<file path="src/rtl/dba_pkg.sv">
package dba_pkg;

   // ************************************************************
   // Sizes
   // ************************************************************
   localparam int NUM_PLANES = 4;                           // Universal planes 1..4 of one pipe
   localparam int BLK_W = 11;                               // Block index width, 0..2047
   localparam logic [BLK_W-1:0] SLICE_TWO_FIRST = 11'h400;  // First block of slice two (1024)
   localparam logic [BLK_W-1:0] BUFFER_LAST = 11'h7FF;      // Last block of the buffer (2047)
   localparam logic [2:0] LINES_PER_BLOCK_LAST = 3'h7;      // Eight cache lines per block
   localparam logic [NUM_PLANES-1:0] HDR_PLANE_MASK = 4'h7; // Planes 1..3 carry wide precision

   // ************************************************************
   // Register map (byte addresses)
   // ************************************************************
   localparam logic [11:0] OFS_PIPE_CFG = 12'h000;     // Pipe configuration
   localparam logic [11:0] OFS_STATUS = 12'h004;       // Pending and active state, read only
   localparam logic [11:0] OFS_CURSOR_CONTROL_REG = 12'h080;      // cursor_control_reg, pending copy
   localparam logic [11:0] OFS_CUR_COMP = 12'h084;     // cursor_compress_ctrl, pending copy
   localparam logic [11:0] OFS_CURSOR_SURFACE_BASE = 12'h088;     // cursor_surface_base, arms the update
   localparam logic [11:0] OFS_PLANE_BASE = 12'h100;   // Plane 1 block, planes every 0x20
   localparam logic [3:0] PLANE_PAGE = 4'h1;           // PADDR[11:8] of the plane blocks
   localparam logic [2:0] PREG_CTL = 3'h0;             // +0x00 plane control
   localparam logic [2:0] PREG_SURF = 3'h1;            // +0x04 plane_surface_base
   localparam logic [2:0] PREG_BUF = 3'h2;             // +0x08 buffer range
   localparam logic [2:0] PREG_WM0 = 3'h3;             // +0x0C plane_watermark level 0
   localparam logic [2:0] PREG_WM1 = 3'h4;             // +0x10 plane_watermark level 1
   localparam logic [2:0] PREG_ACT_BUF = 3'h5;         // +0x14 active buffer range, read only

   // ************************************************************
   // Fields and reset values
   // ************************************************************
   localparam int CFG_PIPE_ON = 0;                      // Pipe running
   localparam int CFG_HDR_MODE = 1;                     // Wide-range blending mode
   localparam int CFG_SLICE_TWO = 2;                    // buffer_slice_two powered
   localparam logic [31:0] CFG_MASK = 32'h0000_0007;    // Writable configuration bits
   localparam int CTL_ENABLE = 31;                      // Plane or cursor enable
   localparam int WM_ENABLE = 31;                       // Watermark level enable
   localparam int BUF_START_LSB = 0;                    // Start block, lower half
   localparam int BUF_END_LSB = 16;                     // End block, upper half
   localparam logic [31:0] REG_RESET = 32'h0000_0000;   // Every register resets to zero

   // ************************************************************
   // Types
   // ************************************************************
   typedef enum logic [1:0] {
      DBA_ST_IDLE = 2'h1,                                // Waiting for an access phase
      DBA_ST_DONE = 2'h2                                 // PREADY high, transfer completes
   } dba_apb_state_type;

   typedef struct packed {
      logic [31:0] ctl;                                  // Plane control
      logic [31:0] surf;                                 // Surface base
      logic [31:0] buf_cfg;                              // End and start block
      logic [31:0] wm0;                                  // Watermark level 0
      logic [31:0] wm1;                                  // Watermark level 1
   } dba_plane_type;

   typedef struct packed {
      logic valid;                                       // One-cycle fetch grant
      logic [BLK_W-1:0] blk;                             // Block being filled
      logic [2:0] line;                                  // Cache line inside the block
   } dba_fetch_type;

endpackage : dba_pkg

</file>
<file path="src/rtl/dba_alloc_top.sv">
// The implementer's own choices: the address map and the APB slave port.
`timescale 1ns/1ps
module dba_alloc_top (
   input wire logic CLK,                                 // Display clock, 40 MHz
   input wire logic RST_N,                               // Asynchronous reset, active low
   input wire logic PSEL,                                // APB select
   input wire logic PENABLE,                             // APB access phase
   input wire logic PWRITE,                              // APB direction
   input wire logic [11:0] PADDR,                        // APB byte address
   input wire logic [31:0] PWDATA,                       // APB write data
   output logic [31:0] PRDATA,                           // APB read data
   output logic PREADY,                                  // APB ready
   output logic PSLVERR,                                 // APB error, unmapped address
   input wire logic VBLANK,                              // Pipe vertical blank level
   input wire logic [dba_pkg::NUM_PLANES-1:0] FETCH_REQ, // Per-plane fetch requests
   output dba_pkg::dba_fetch_type [dba_pkg::NUM_PLANES-1:0] FETCH_GRANT, // Per-plane grants
   output logic [dba_pkg::NUM_PLANES-1:0] BLEND_EN,      // Plane takes part in blending
   output logic [dba_pkg::NUM_PLANES-1:0] HDR_OUT,       // Plane delivers wide-precision output
   output logic [2*dba_pkg::NUM_PLANES-1:0] WM_EN,       // Watermark level enables, two per plane
   output logic CURSOR_ON                                // Active cursor enabled
);

   // ************************************************************
   // State
   // ************************************************************
   typedef struct packed {
      dba_pkg::dba_plane_type [dba_pkg::NUM_PLANES-1:0] pend; // Software copies
      dba_pkg::dba_plane_type [dba_pkg::NUM_PLANES-1:0] act;  // Copies the pipe uses
      logic [dba_pkg::NUM_PLANES-1:0] arm;               // Surface base written, update pending
      logic [dba_pkg::NUM_PLANES-1:0] buf_arm;           // Range written, update pending
      logic [dba_pkg::NUM_PLANES-1:0] restart;           // Range just latched
      logic [31:0] cfg;                                  // Pipe configuration
      logic [31:0] cursor_control_reg;                              // Cursor control, pending
      logic [31:0] cur_comp;                             // Cursor compression, pending
      logic [31:0] cursor_surface_base;                             // Cursor surface base
      logic [31:0] cursor_control_reg_act;                          // Cursor control, active
      logic [31:0] cur_comp_act;                         // Cursor compression, active
      logic cur_arm;                                     // Cursor update pending
      dba_pkg::dba_apb_state_type apb;                   // Bus phase
      logic [31:0] prdata;                               // Read data register
      logic pslverr;                                     // Error register
      logic [dba_pkg::NUM_PLANES-1:0] blend;             // Blend enables
      logic [dba_pkg::NUM_PLANES-1:0] hdr_out;           // Wide-output enables
      logic [2*dba_pkg::NUM_PLANES-1:0] wm_en;           // Watermark enables
      logic cur_on;                                      // Cursor enable
   } dba_state_type;

   dba_state_type s_q;                                   // Registered state
   dba_state_type s_d;                                   // Next state
   logic [dba_pkg::NUM_PLANES-1:0] range_ok;             // Active range legal for fetch

   // ************************************************************
   // Fetch pointers, one per plane
   // ************************************************************
   genvar gp;
   generate
      for (gp = 0; gp < dba_pkg::NUM_PLANES; gp++) begin : g_plane
         logic [dba_pkg::BLK_W-1:0] first_blk;           // Active start block
         logic [dba_pkg::BLK_W-1:0] last_blk;            // Active end block
         assign first_blk = s_q.act[gp].buf_cfg[dba_pkg::BUF_START_LSB +: dba_pkg::BLK_W];
         assign last_blk = s_q.act[gp].buf_cfg[dba_pkg::BUF_END_LSB +: dba_pkg::BLK_W];
         // Empty ranges, and ranges into an unpowered second slice, never fetch
         assign range_ok[gp] = (first_blk <= last_blk) &&
            (s_q.cfg[dba_pkg::CFG_SLICE_TWO] || (last_blk < dba_pkg::SLICE_TWO_FIRST));
         dba_fetch_ptr u_ptr (
            .clk(CLK),
            .rst_n(RST_N),
            .go(range_ok[gp] && s_q.act[gp].ctl[dba_pkg::CTL_ENABLE] && s_q.cfg[dba_pkg::CFG_PIPE_ON]),
            .restart(s_q.restart[gp]),
            .req(FETCH_REQ[gp]),
            .first_blk(first_blk),
            .last_blk(last_blk),
            .grant(FETCH_GRANT[gp])
         );
      end
   endgenerate

   // ************************************************************
   // Next-state logic
   // ************************************************************
   always_comb begin
      logic pipe_on;                                     // Pipe running
      logic hdr;                                         // Wide-range mode
      logic xfer;                                        // Completing APB transfer
      logic plane_hit;                                   // Address in a plane block
      logic [1:0] pidx;                                  // Addressed plane
      logic [2:0] preg;                                  // Addressed plane register
      logic mapped;                                      // Address decodes
      logic [31:0] rdata;                                // Read mux
      logic en;                                          // Active plane enable
      pipe_on = s_q.cfg[dba_pkg::CFG_PIPE_ON];
      hdr = s_q.cfg[dba_pkg::CFG_HDR_MODE];
      xfer = PSEL && PENABLE && (s_q.apb == dba_pkg::DBA_ST_DONE);
      plane_hit = (PADDR[11:8] == dba_pkg::PLANE_PAGE) && !PADDR[7] && (PADDR[1:0] == 2'h0);
      pidx = PADDR[6:5];
      preg = PADDR[4:2];
      mapped = 1'b0;
      rdata = dba_pkg::REG_RESET;
      en = 1'b0;
      s_d = s_q;
      s_d.restart = '0;

      // Read decode; plane registers read back their pending copies, +0x14 the active range
      if (plane_hit) begin
         mapped = 1'b1;
         unique case (preg)
            dba_pkg::PREG_CTL: rdata = s_q.pend[pidx].ctl;
            dba_pkg::PREG_SURF: rdata = s_q.pend[pidx].surf;
            dba_pkg::PREG_BUF: rdata = s_q.pend[pidx].buf_cfg;
            dba_pkg::PREG_WM0: rdata = s_q.pend[pidx].wm0;
            dba_pkg::PREG_WM1: rdata = s_q.pend[pidx].wm1;
            dba_pkg::PREG_ACT_BUF: rdata = s_q.act[pidx].buf_cfg;
            default: mapped = 1'b0;              // Offsets 0x18, 0x1C unmapped
         endcase
      end else begin
         mapped = 1'b1;
         unique case (PADDR)
            dba_pkg::OFS_PIPE_CFG: rdata = s_q.cfg;
            dba_pkg::OFS_STATUS: rdata = {19'h0, s_q.cur_arm, s_q.buf_arm, s_q.arm, s_q.blend};
            dba_pkg::OFS_CURSOR_CONTROL_REG: rdata = s_q.cursor_control_reg;
            dba_pkg::OFS_CUR_COMP: rdata = s_q.cur_comp;
            dba_pkg::OFS_CURSOR_SURFACE_BASE: rdata = s_q.cursor_surface_base;
            default: mapped = 1'b0;
         endcase
      end

      // Bus phases: one wait state, then PREADY with data and error
      if (s_q.apb == dba_pkg::DBA_ST_IDLE) begin
         if (PSEL && PENABLE) begin
            s_d.apb = dba_pkg::DBA_ST_DONE;
            s_d.prdata = PWRITE ? dba_pkg::REG_RESET : rdata;
            s_d.pslverr = !mapped;
         end
      end else begin
         s_d.apb = dba_pkg::DBA_ST_IDLE;
         s_d.prdata = dba_pkg::REG_RESET;
         s_d.pslverr = 1'b0;
      end

      // Latch pending copies; a write in the same cycle still re-arms below
      for (int p = 0; p < dba_pkg::NUM_PLANES; p++) begin
         if (s_q.arm[p] && (VBLANK || !pipe_on || !s_q.act[p].ctl[dba_pkg::CTL_ENABLE])) begin
            s_d.act[p].ctl = s_q.pend[p].ctl;
            s_d.act[p].surf = s_q.pend[p].surf;
            s_d.act[p].wm0 = s_q.pend[p].wm0;
            s_d.act[p].wm1 = s_q.pend[p].wm1;
            s_d.arm[p] = 1'b0;
         end
         // Range swaps only at blank, or at once while the pipe is off, so software can order shrink before grow
         if (s_q.buf_arm[p] && (VBLANK || !pipe_on)) begin
            s_d.act[p].buf_cfg = s_q.pend[p].buf_cfg;
            s_d.buf_arm[p] = 1'b0;
            s_d.restart[p] = 1'b1;
         end
      end
      if (s_q.cur_arm && (VBLANK || !pipe_on || !s_q.cursor_control_reg_act[dba_pkg::CTL_ENABLE])) begin
         s_d.cursor_control_reg_act = s_q.cursor_control_reg;
         s_d.cur_comp_act = s_q.cur_comp;
         s_d.cur_arm = 1'b0;
      end

      // Writes take effect at the completing edge only
      if (xfer && PWRITE && mapped) begin
         if (plane_hit) begin
            unique case (preg)
               dba_pkg::PREG_CTL: s_d.pend[pidx].ctl = PWDATA;
               dba_pkg::PREG_SURF: begin
                  s_d.pend[pidx].surf = PWDATA;
                  s_d.arm[pidx] = 1'b1;
               end
               dba_pkg::PREG_BUF: begin
                  s_d.pend[pidx].buf_cfg = PWDATA;
                  s_d.buf_arm[pidx] = 1'b1;
               end
               dba_pkg::PREG_WM0: s_d.pend[pidx].wm0 = PWDATA;
               dba_pkg::PREG_WM1: s_d.pend[pidx].wm1 = PWDATA;
               default: ;                        // Active range is read only
            endcase
         end else begin
            unique case (PADDR)
               dba_pkg::OFS_PIPE_CFG: s_d.cfg = PWDATA & dba_pkg::CFG_MASK;
               dba_pkg::OFS_CURSOR_CONTROL_REG: s_d.cursor_control_reg = PWDATA;
               dba_pkg::OFS_CUR_COMP: s_d.cur_comp = PWDATA;
               dba_pkg::OFS_CURSOR_SURFACE_BASE: begin
                  s_d.cursor_surface_base = PWDATA;
                  s_d.cur_arm = 1'b1;
               end
               default: ;                        // Status is read only
            endcase
         end
      end

      // Plane outputs from the active copies
      for (int p = 0; p < dba_pkg::NUM_PLANES; p++) begin
         en = s_q.act[p].ctl[dba_pkg::CTL_ENABLE] && pipe_on;
         // In wide-range mode the standard planes drop out of blending
         s_d.blend[p] = en && (!hdr || dba_pkg::HDR_PLANE_MASK[p]);
         s_d.hdr_out[p] = en && hdr && dba_pkg::HDR_PLANE_MASK[p];
         // Cleared enable bit keeps the level off
         s_d.wm_en[2*p] = en && s_q.act[p].wm0[dba_pkg::WM_ENABLE];
         s_d.wm_en[2*p+1] = en && s_q.act[p].wm1[dba_pkg::WM_ENABLE];
      end
      s_d.cur_on = pipe_on && s_q.cursor_control_reg_act[dba_pkg::CTL_ENABLE];
   end

   // Register the state
   always_ff @(posedge CLK or negedge RST_N) begin
      if (!RST_N) begin
         s_q <= '0;
         s_q.apb <= dba_pkg::DBA_ST_IDLE;
      end else begin
         s_q <= s_d;
      end
   end

   // ************************************************************
   // Outputs, all straight from flip-flops
   // ************************************************************
   assign PRDATA = s_q.prdata;
   assign PREADY = s_q.apb[1];
   assign PSLVERR = s_q.pslverr;
   assign BLEND_EN = s_q.blend;
   assign HDR_OUT = s_q.hdr_out;
   assign WM_EN = s_q.wm_en;
   assign CURSOR_ON = s_q.cur_on;

endmodule : dba_alloc_top

</file>
<file path="src/rtl/dba_fetch_ptr.sv">
`timescale 1ns/1ps
// Walks one plane's fill pointer over its active block range, eight lines per block
module dba_fetch_ptr (
   input wire logic clk,                                 // Display clock
   input wire logic rst_n,                               // Asynchronous reset, active low
   input wire logic go,                                  // Plane active and range legal
   input wire logic restart,                             // New active range just latched
   input wire logic req,                                 // Fetch request pulse
   input wire logic [dba_pkg::BLK_W-1:0] first_blk,      // Active start block
   input wire logic [dba_pkg::BLK_W-1:0] last_blk,       // Active end block
   output dba_pkg::dba_fetch_type grant                  // Registered grant
);

   // ************************************************************
   // State
   // ************************************************************
   typedef struct packed {
      logic [dba_pkg::BLK_W-1:0] ptr_blk;                // Next block to fill
      logic [2:0] ptr_line;                              // Next line in that block
      dba_pkg::dba_fetch_type out;                       // Grant shown at the port
   } dba_ptr_state_type;

   dba_ptr_state_type s_q;                               // Registered state
   dba_ptr_state_type s_d;                               // Next state

   // Pointer holds a block inside [first_blk, last_blk] whenever a grant is issued from it
   always_comb begin
      s_d = s_q;
      s_d.out.valid = 1'b0;
      if (!go || restart) begin
         // Parked at the range start; no fill outside the range
         s_d.ptr_blk = first_blk;
         s_d.ptr_line = 3'h0;
      end else if (req) begin
         s_d.out.valid = 1'b1;
         s_d.out.blk = s_q.ptr_blk;
         s_d.out.line = s_q.ptr_line;
         if (s_q.ptr_line == dba_pkg::LINES_PER_BLOCK_LAST) begin
            // Block full after its eighth line
            s_d.ptr_line = 3'h0;
            // Wrap to the start rather than step past the end
            if (s_q.ptr_blk == last_blk) begin
               s_d.ptr_blk = first_blk;
            end else begin
               s_d.ptr_blk = s_q.ptr_blk + 11'h001;
            end
         end else begin
            s_d.ptr_line = s_q.ptr_line + 3'h1;
         end
      end
   end

   // Register the state
   always_ff @(posedge clk or negedge rst_n) begin
      if (!rst_n) begin
         s_q <= '0;
      end else begin
         s_q <= s_d;
      end
   end

   assign grant = s_q.out;

endmodule : dba_fetch_ptr

</file>
<file path="config.mk">
export PLATFORM = sky130hd
export DESIGN_NAME = dba_alloc_top
export DESIGN_NICKNAME = d
export VERILOG_FILES = /design/src/rtl/dba_pkg.sv /design/src/rtl/dba_alloc_top.sv /design/src/rtl/dba_fetch_ptr.sv
export SDC_FILE = /design/constraint.sdc
export NUM_CORES = 2
export LEC_CHECK = 0
export BUFFER_PORTS_ARGS = -buffer_cell sky130_fd_sc_hd__buf_2
export CORE_MARGIN = 2
export CORE_UTILIZATION = 50
export CTS_BUF_LIST = sky130_fd_sc_hd__clkbuf_16
export CTS_CLUSTER_SIZE = 24
export DETAILED_ROUTE_END_ITERATION = 6
export PLACE_DENSITY = 0.76
export SLEW_MARGIN = 25
export SYNTH_ARGS = -nofsm -noshare
export SYNTH_HDL_FRONTEND = slang
export SYNTH_SLANG_ARGS = --single-unit
export TNS_END_PERCENT = 30
</file>
<file path="constraint.sdc">
create_clock -name CLK -period 6.45 [get_ports CLK]
set_input_delay 1.29 -clock CLK [delete_from_list [all_inputs] [get_ports CLK]]
set_output_delay 1.29 -clock CLK [all_outputs]
set_load 0.03 [all_outputs]
</file>
* Yosys cells after proc, flatten, opt, wreduce, memory -nomap -nowiden
Index checks and enable logic that the tools add are counted.
W data, S select, Z words.
** Cells by class
- $add $sub $neg :: 8
- Magnitude comparators :: 10
- Equal/unequal tests :: 21
- Muxes and demuxes :: 75
- Bitwise logic cells :: 7
- Reductions and logical operators :: 99
** Operator list (count)
- $bwmux W640 :: 5
- $pmux W640 S5 :: 1
- $demux W160 S2 :: 5
- $bmux W160 S2 :: 2
- $mux W160 :: 2
- $mux W96 :: 2
- $pmux W32 S6 :: 1
- $pmux W32 S5 :: 1
- $mux W128 :: 1
- $mux W29 :: 4
- $mux W32 :: 3
- $mux W11 :: 8
- $mux W35 :: 2
- $mux W64 :: 1
- $mux W15 :: 4
- $mux W14 :: 4
- $logic_and A1 B1 Y1 :: 45
- $add A11 B1 Y11 const B :: 4
- $eq A11 B11 Y1 :: 4
- $le A11 B11 Y1 :: 4
- $lt A11 B11 Y1 const B :: 4
- $eq A12 B8 Y1 const B :: 3
- $mux W1 :: 20
- $eq A3 B3 Y1 const B :: 6
- other kinds (27) :: 84
** Word-level totals
- Flip-flop bits (word level) :: 1591
- Input port bits :: 54
- Output and inout bits :: 111
- Logic and storage cells :: 296

* Logic depth before layout (Yosys ltp)
- Depth in word-level cells :: 9
- Mapped depth :: 10

* Cells and area by module
From an unflattened synthesis, not the netlist that was laid out.
** Unflattened totals
- Cells, all modules :: 3915
- Area total of the unflattened synthesis :: 51257.9 µm²
** Modules (own cells, without submodules)
- dba_alloc_top :: times used 1, cells each 3273, area an instance 44547.7 µm², sequential area each 23623.9 µm²
- dba_fetch_ptr at g_plane[0].u_ptr ... :: times used 3, cells each 157, area an instance 1647.8 µm², sequential area each 725.7 µm²
- dba_fetch_ptr at g_plane[3].u_ptr :: times used 1, cells each 171, area an instance 1766.7 µm², sequential area each 725.7 µm²

* Least setup slack after synthesis
No wires, ideal clock.
- Path kind :: in2reg
- Start :: input port PADDR[5]
- End :: register s_q (netlist bit PRDATA[12])
- Library setup time :: 0.143 ns
- Arrival :: 3.284 ns
- Data required time :: 6.307 ns
- Path slack :: 3.023 ns
- Stages on the path :: 9
- Buffers on the path :: 4
- Cells stage by stage :: buf_2 buf_2 buf_2 buf_2 mux4_2 a22oi_1 nor2_1 a211oi_1 o211ai_1
** On the way
- Word-level cells in the longest chain between the ends :: 7
** Ends and longest elaborated chain
- start: declaration :: RTL line dba_alloc_top.sv:9 : input wire logic [11:0] PADDR,
- $bmux W160 S2 (on tied branches)
- $mux W96 (implied by the code) / $mux W160 (equally long branches) :: RTL line dba_alloc_top.sv:112, dba_alloc_top.sv:111
- $pmux W32 S6 :: RTL line dba_alloc_top.sv:106 : unique case (preg)
- $mux W32 * :: RTL line dba_alloc_top.sv:104 : if (plane_hit) begin
- $mux W32 * :: RTL line dba_alloc_top.sv:131 : s_d.prdata = PWRITE ? dba_pkg::REG_RESET : rdata;
- $mux W35 * :: RTL line dba_alloc_top.sv:129 : if (PSEL && PENABLE) begin
- $mux W35 * :: RTL line dba_alloc_top.sv:128 : if (s_q.apb == dba_pkg::DBA_ST_IDLE) begin
- end: declaration :: RTL line dba_alloc_top.sv:48 : dba_state_type s_q;
Every way passes the cells marked *; elsewhere a longest branch is shown, timed or not. The select of a mux whose other input is x is not followed.
A chain may end at the register's enable or synchronous reset.

* Final worst setup path
- Start :: input port PADDR[6]
- End :: register s_q[201] (netlist bit)
** On the way
- Word-level cells in the longest chain between the ends :: 6
** Ends and longest elaborated chain
- $eq A12 B8 Y1, or another cell as far along :: RTL line dba_alloc_top.sv:117 : unique case (PADDR)
- $reduce_or A5 Y1 (no source line)
- $mux W1 :: RTL line dba_alloc_top.sv:117
- $mux W1 :: RTL line dba_alloc_top.sv:104
- $logic_and A1 B1 Y1 :: RTL line dba_alloc_top.sv:163 : if (xfer && PWRITE && mapped) begin
- $reduce_and A3 Y1 (no source line) *
Every way passes the cells marked *; elsewhere a longest branch is shown, timed or not.

==> key figures <==
Clocking
  • Clock network latency to the later pin of the worst-skew pair: 0.69 ns
  • Hold-fix buffers at CTS: 0
  • Resize count post-CTS: 0
  • Post-CTS Setup Bufs: 0
  • CTS tree: yes
  • Number of buffers added by the clock tree synthesis step: 108
  • Clk Tree Root Cell: sky130_fd_sc_hd__clkbuf_16
  • Clock tree buffer depth: 3
  • Number of H-tree branching levels: 3
  • Clk sinks: 1060
  • Clock Pin Slew Worst Setup and Hold Paths: 0.06 ns

Route
  • DRT antenna net count: 0
  • Routed wire length per instance: 26.9 µm
  • Routed vias/inst: 6.32
  • Number of detailed-routing iterations run before antenna repair: 6
  • Residual DRC: 0
  • Detailed-route via count: 32648
  • DRT Wirelength: 139000 µm
  • Starting DRT DRC Count: 3621

Logic synthesis
  • Post-synth ARST share: 100%
  • Distinct cells, synth: 64
  • Average instance area after synthesis: 13.0 µm²
  • Synthesis-stage register bit count: 1060
  • Synth Net Count: 3961
  • Warnings, synthesis: 0
  • Post-synth EDFFs: 0
  • Gate Count Post-Synth: 3851
  • Mapped cell area: 50000 µm²
  • Register area share after synthesis: 53.1%
  • Most common flop cell mapped by yosys: sky130_fd_sc_hd__dfrtp_1

Setup path
  • Crit Reg-Reg Endpoint: g_plane[3].last_blk[3]
  • Kind of end point of the critical path: register
  • Worst R2R Start: s_q[213]
  • Largest stage delay on the critical path: 0.71 ns
  • Worst Reg2Reg Path Length in Cells: 6
  • Top fanout value on the critical path: 58
  • Worst-path cell with the longest stage delay: sky130_fd_sc_hd__nor3_4
  • Start point of the critical path: PADDR[6]
  • Critical path data arrival time: 4.52 ns
  • Startpoint type of the worst setup path: input port
  • Cell-by-cell trace of the critical path: clkbuf_8, or4_1, nor3_1, nand3_1, nor3_4, buf_4, mux2_2
  • Register-to-register setup slack: 3.04 ns
  • Kind of critical path: input port to register
  • CP endpoint: s_q[201]
  • Required time of the critical path: 7.02 ns

Place
  • Post-placement cell area: 51200 µm²
  • Gpl congestion: 0.948
  • Detailed placement HPWL: 91600 µm
  • Worst-case setup slack after placement: 1.87 ns
  • Count of input and output buffers: 163

Floorplan
  • Top-level port count: 165
  • Die H: 320 µm
  • Core Region: 98700 µm²
  • Effective utilization at floorplan: 50.7%
  • Area enclosed by the die boundary: 103000 µm²
  • X dimension of the die: 320 µm
  • Site row count: 115

Power and ir drop
  • Max VDD drop: 0.000218 V
  • Pleak: 0.0266 µW
  • Power density over the cells: 242 nW/µm²

Layout
  • Area growth from synthesis to final layout: 9.17%
  • Filler instances: 7944
  • Final instance area: 54600 µm²
  • Leading cell types in the layout, fill and taps excluded: sky130_fd_sc_hd__dfrtp_1 (1059), sky130_fd_sc_hd__mux2_2 (794), sky130_fd_sc_hd__nand2_1 (409)
  • Net total in the final layout: 3901
  • Most common library cell in the layout ignoring fill and taps: sky130_fd_sc_hd__dfrtp_1
  • Ratio of cells with drive above 1 in the final layout: 36.9%

Global routing
  • Vias in the first global route: 33124
  • Maximum number of pins on one net before global-route repair: 170
  • Remaining global-route overflow: 0
  • Total global-route track usage: 27.2%
  • Global-route wire length before repair: 210000 µm
  • Number of antenna violations at the first check in global routing: 10

STA
  • Portion of the clock cycle consumed by the worst path in the final layout: 61.3%
  • Worst Max-Slew Pin Slew: 1.08 ns
  • Relative max-transition margin: 27.9%
  • Setup-failing EPs final: 0
  • Maximum operating frequency: 0.253 GHz
  • Final Slew Violations: 0
  • Smallest setup slack after layout: 2.50 ns
  • Minimum period implied by the final worst setup slack: 3.95 ns
  • Setup total negative slack: 0 ns
  • Final Hold Fails: 0
  • RSZ-0062 raised after global routing: no
  • Final clock skew: 0.0279 ns

Run
  • Maxcap violations: 0

Min path
  • Worst hold path class: register to register

Status
  • Result of the run: finished clean
-- layer usage --
| layer | vias up | share of wire, % | GRT usage, % | wire, µm |
|---|---|---|---|---|
| li1 | 13741 | - | - | - |
| met1 | 17071 | 41 | 37.6 | 56500 |
| met2 | 1495 | 45 | 41.2 | 62600 |
| met3 | 331 | 9.8 | 7.36 | 13700 |
| met4 | 10 | 4.3 | 10.8 | 5960 |
| met5 | - | 0.043 | 0 | 59 |
-- worst min path at each step --
stage,startpoint,end,slack [ns],cells past startpoint
final,register,register,0.48,2
after global routing,register,register,0.50,2
after CTS,register,register,0.48,2
after detailed placement,register,register,0.47,2
after global placement,register,register,0.46,2
after floorplan,register,register,0.44,2
-- cell families after synthesis --
group	count (synthesis)	synth area share, %
DFF	1060	53.1
muxes	1036	27.9
xor gates and xnor gates	44	0.771
AOI/OAI and AO/OA	485	6.23
other	1	0.00750
adders and majority gates	56	1.40
and+or+nand+nor	696	6.09
buffers and inverters	473	4.50
-- power breakdown --
group,switching (µW),total (µW),leakage (µW),internal [µW]
logic,395,505,0.0103,110
registers,2.21,6650,0.0145,6650
clock network,2640,6060,0.00177,3420
total,3040,13200,0.0266,10200
-- layout make-up --
class,count,area [µm²],area share (%)
Sequential cell,1060,26500,48.6
Multi-Input combinational cell,2318,21300,39.1
Clock buffer,111,2780,5.09
Tap cell,1287,1610,2.95
Timing Repair Buffer,227,1440,2.63
Clock inverter,85,613,1.12
Inverter,76,285,0.523
Antenna cell,2,5.00,0.00917
-- worst max-delay path: cells and delay by family --
kind          cells  cell delay, ns
simple gates      4            2.06
buf+inv           2            0.72
mux               1            0.38
-- stage by stage --
step	utilization, %	total power, µW	instances	hold WS [ns]
floorplan	-	7000	3851	0.445
global placement	51.8	7280	4966	0.456
detailed placement	51.8	7280	4968	0.465
CTS	55.3	13300	5164	0.479
global route	55.3	13600	5165	0.503
finish	55.3	13200	5166	0.477
-- cell usage after synthesis, types with 40 or more instances --
library cell	number	area, µm²
sky130_fd_sc_hd__dfrtp_1	1059	26500
sky130_fd_sc_hd__mux2_2	794	8940
sky130_fd_sc_hd__nand2_1	425	1600
sky130_fd_sc_hd__mux4_2	208	4680
sky130_fd_sc_hd__clkbuf_1	192	721
sky130_fd_sc_hd__o21ai_0	189	946
sky130_fd_sc_hd__buf_4	108	811
sky130_fd_sc_hd__nor2_1	90	338
sky130_fd_sc_hd__inv_1	73	274
sky130_fd_sc_hd__a21oi_1	70	350
sky130_fd_sc_hd__buf_2	57	285
sky130_fd_sc_hd__ha_1	56	701
sky130_fd_sc_hd__nand3_1	41	205
sky130_fd_sc_hd__buf_1	40	150
Power figures use the tool's default switching activity.
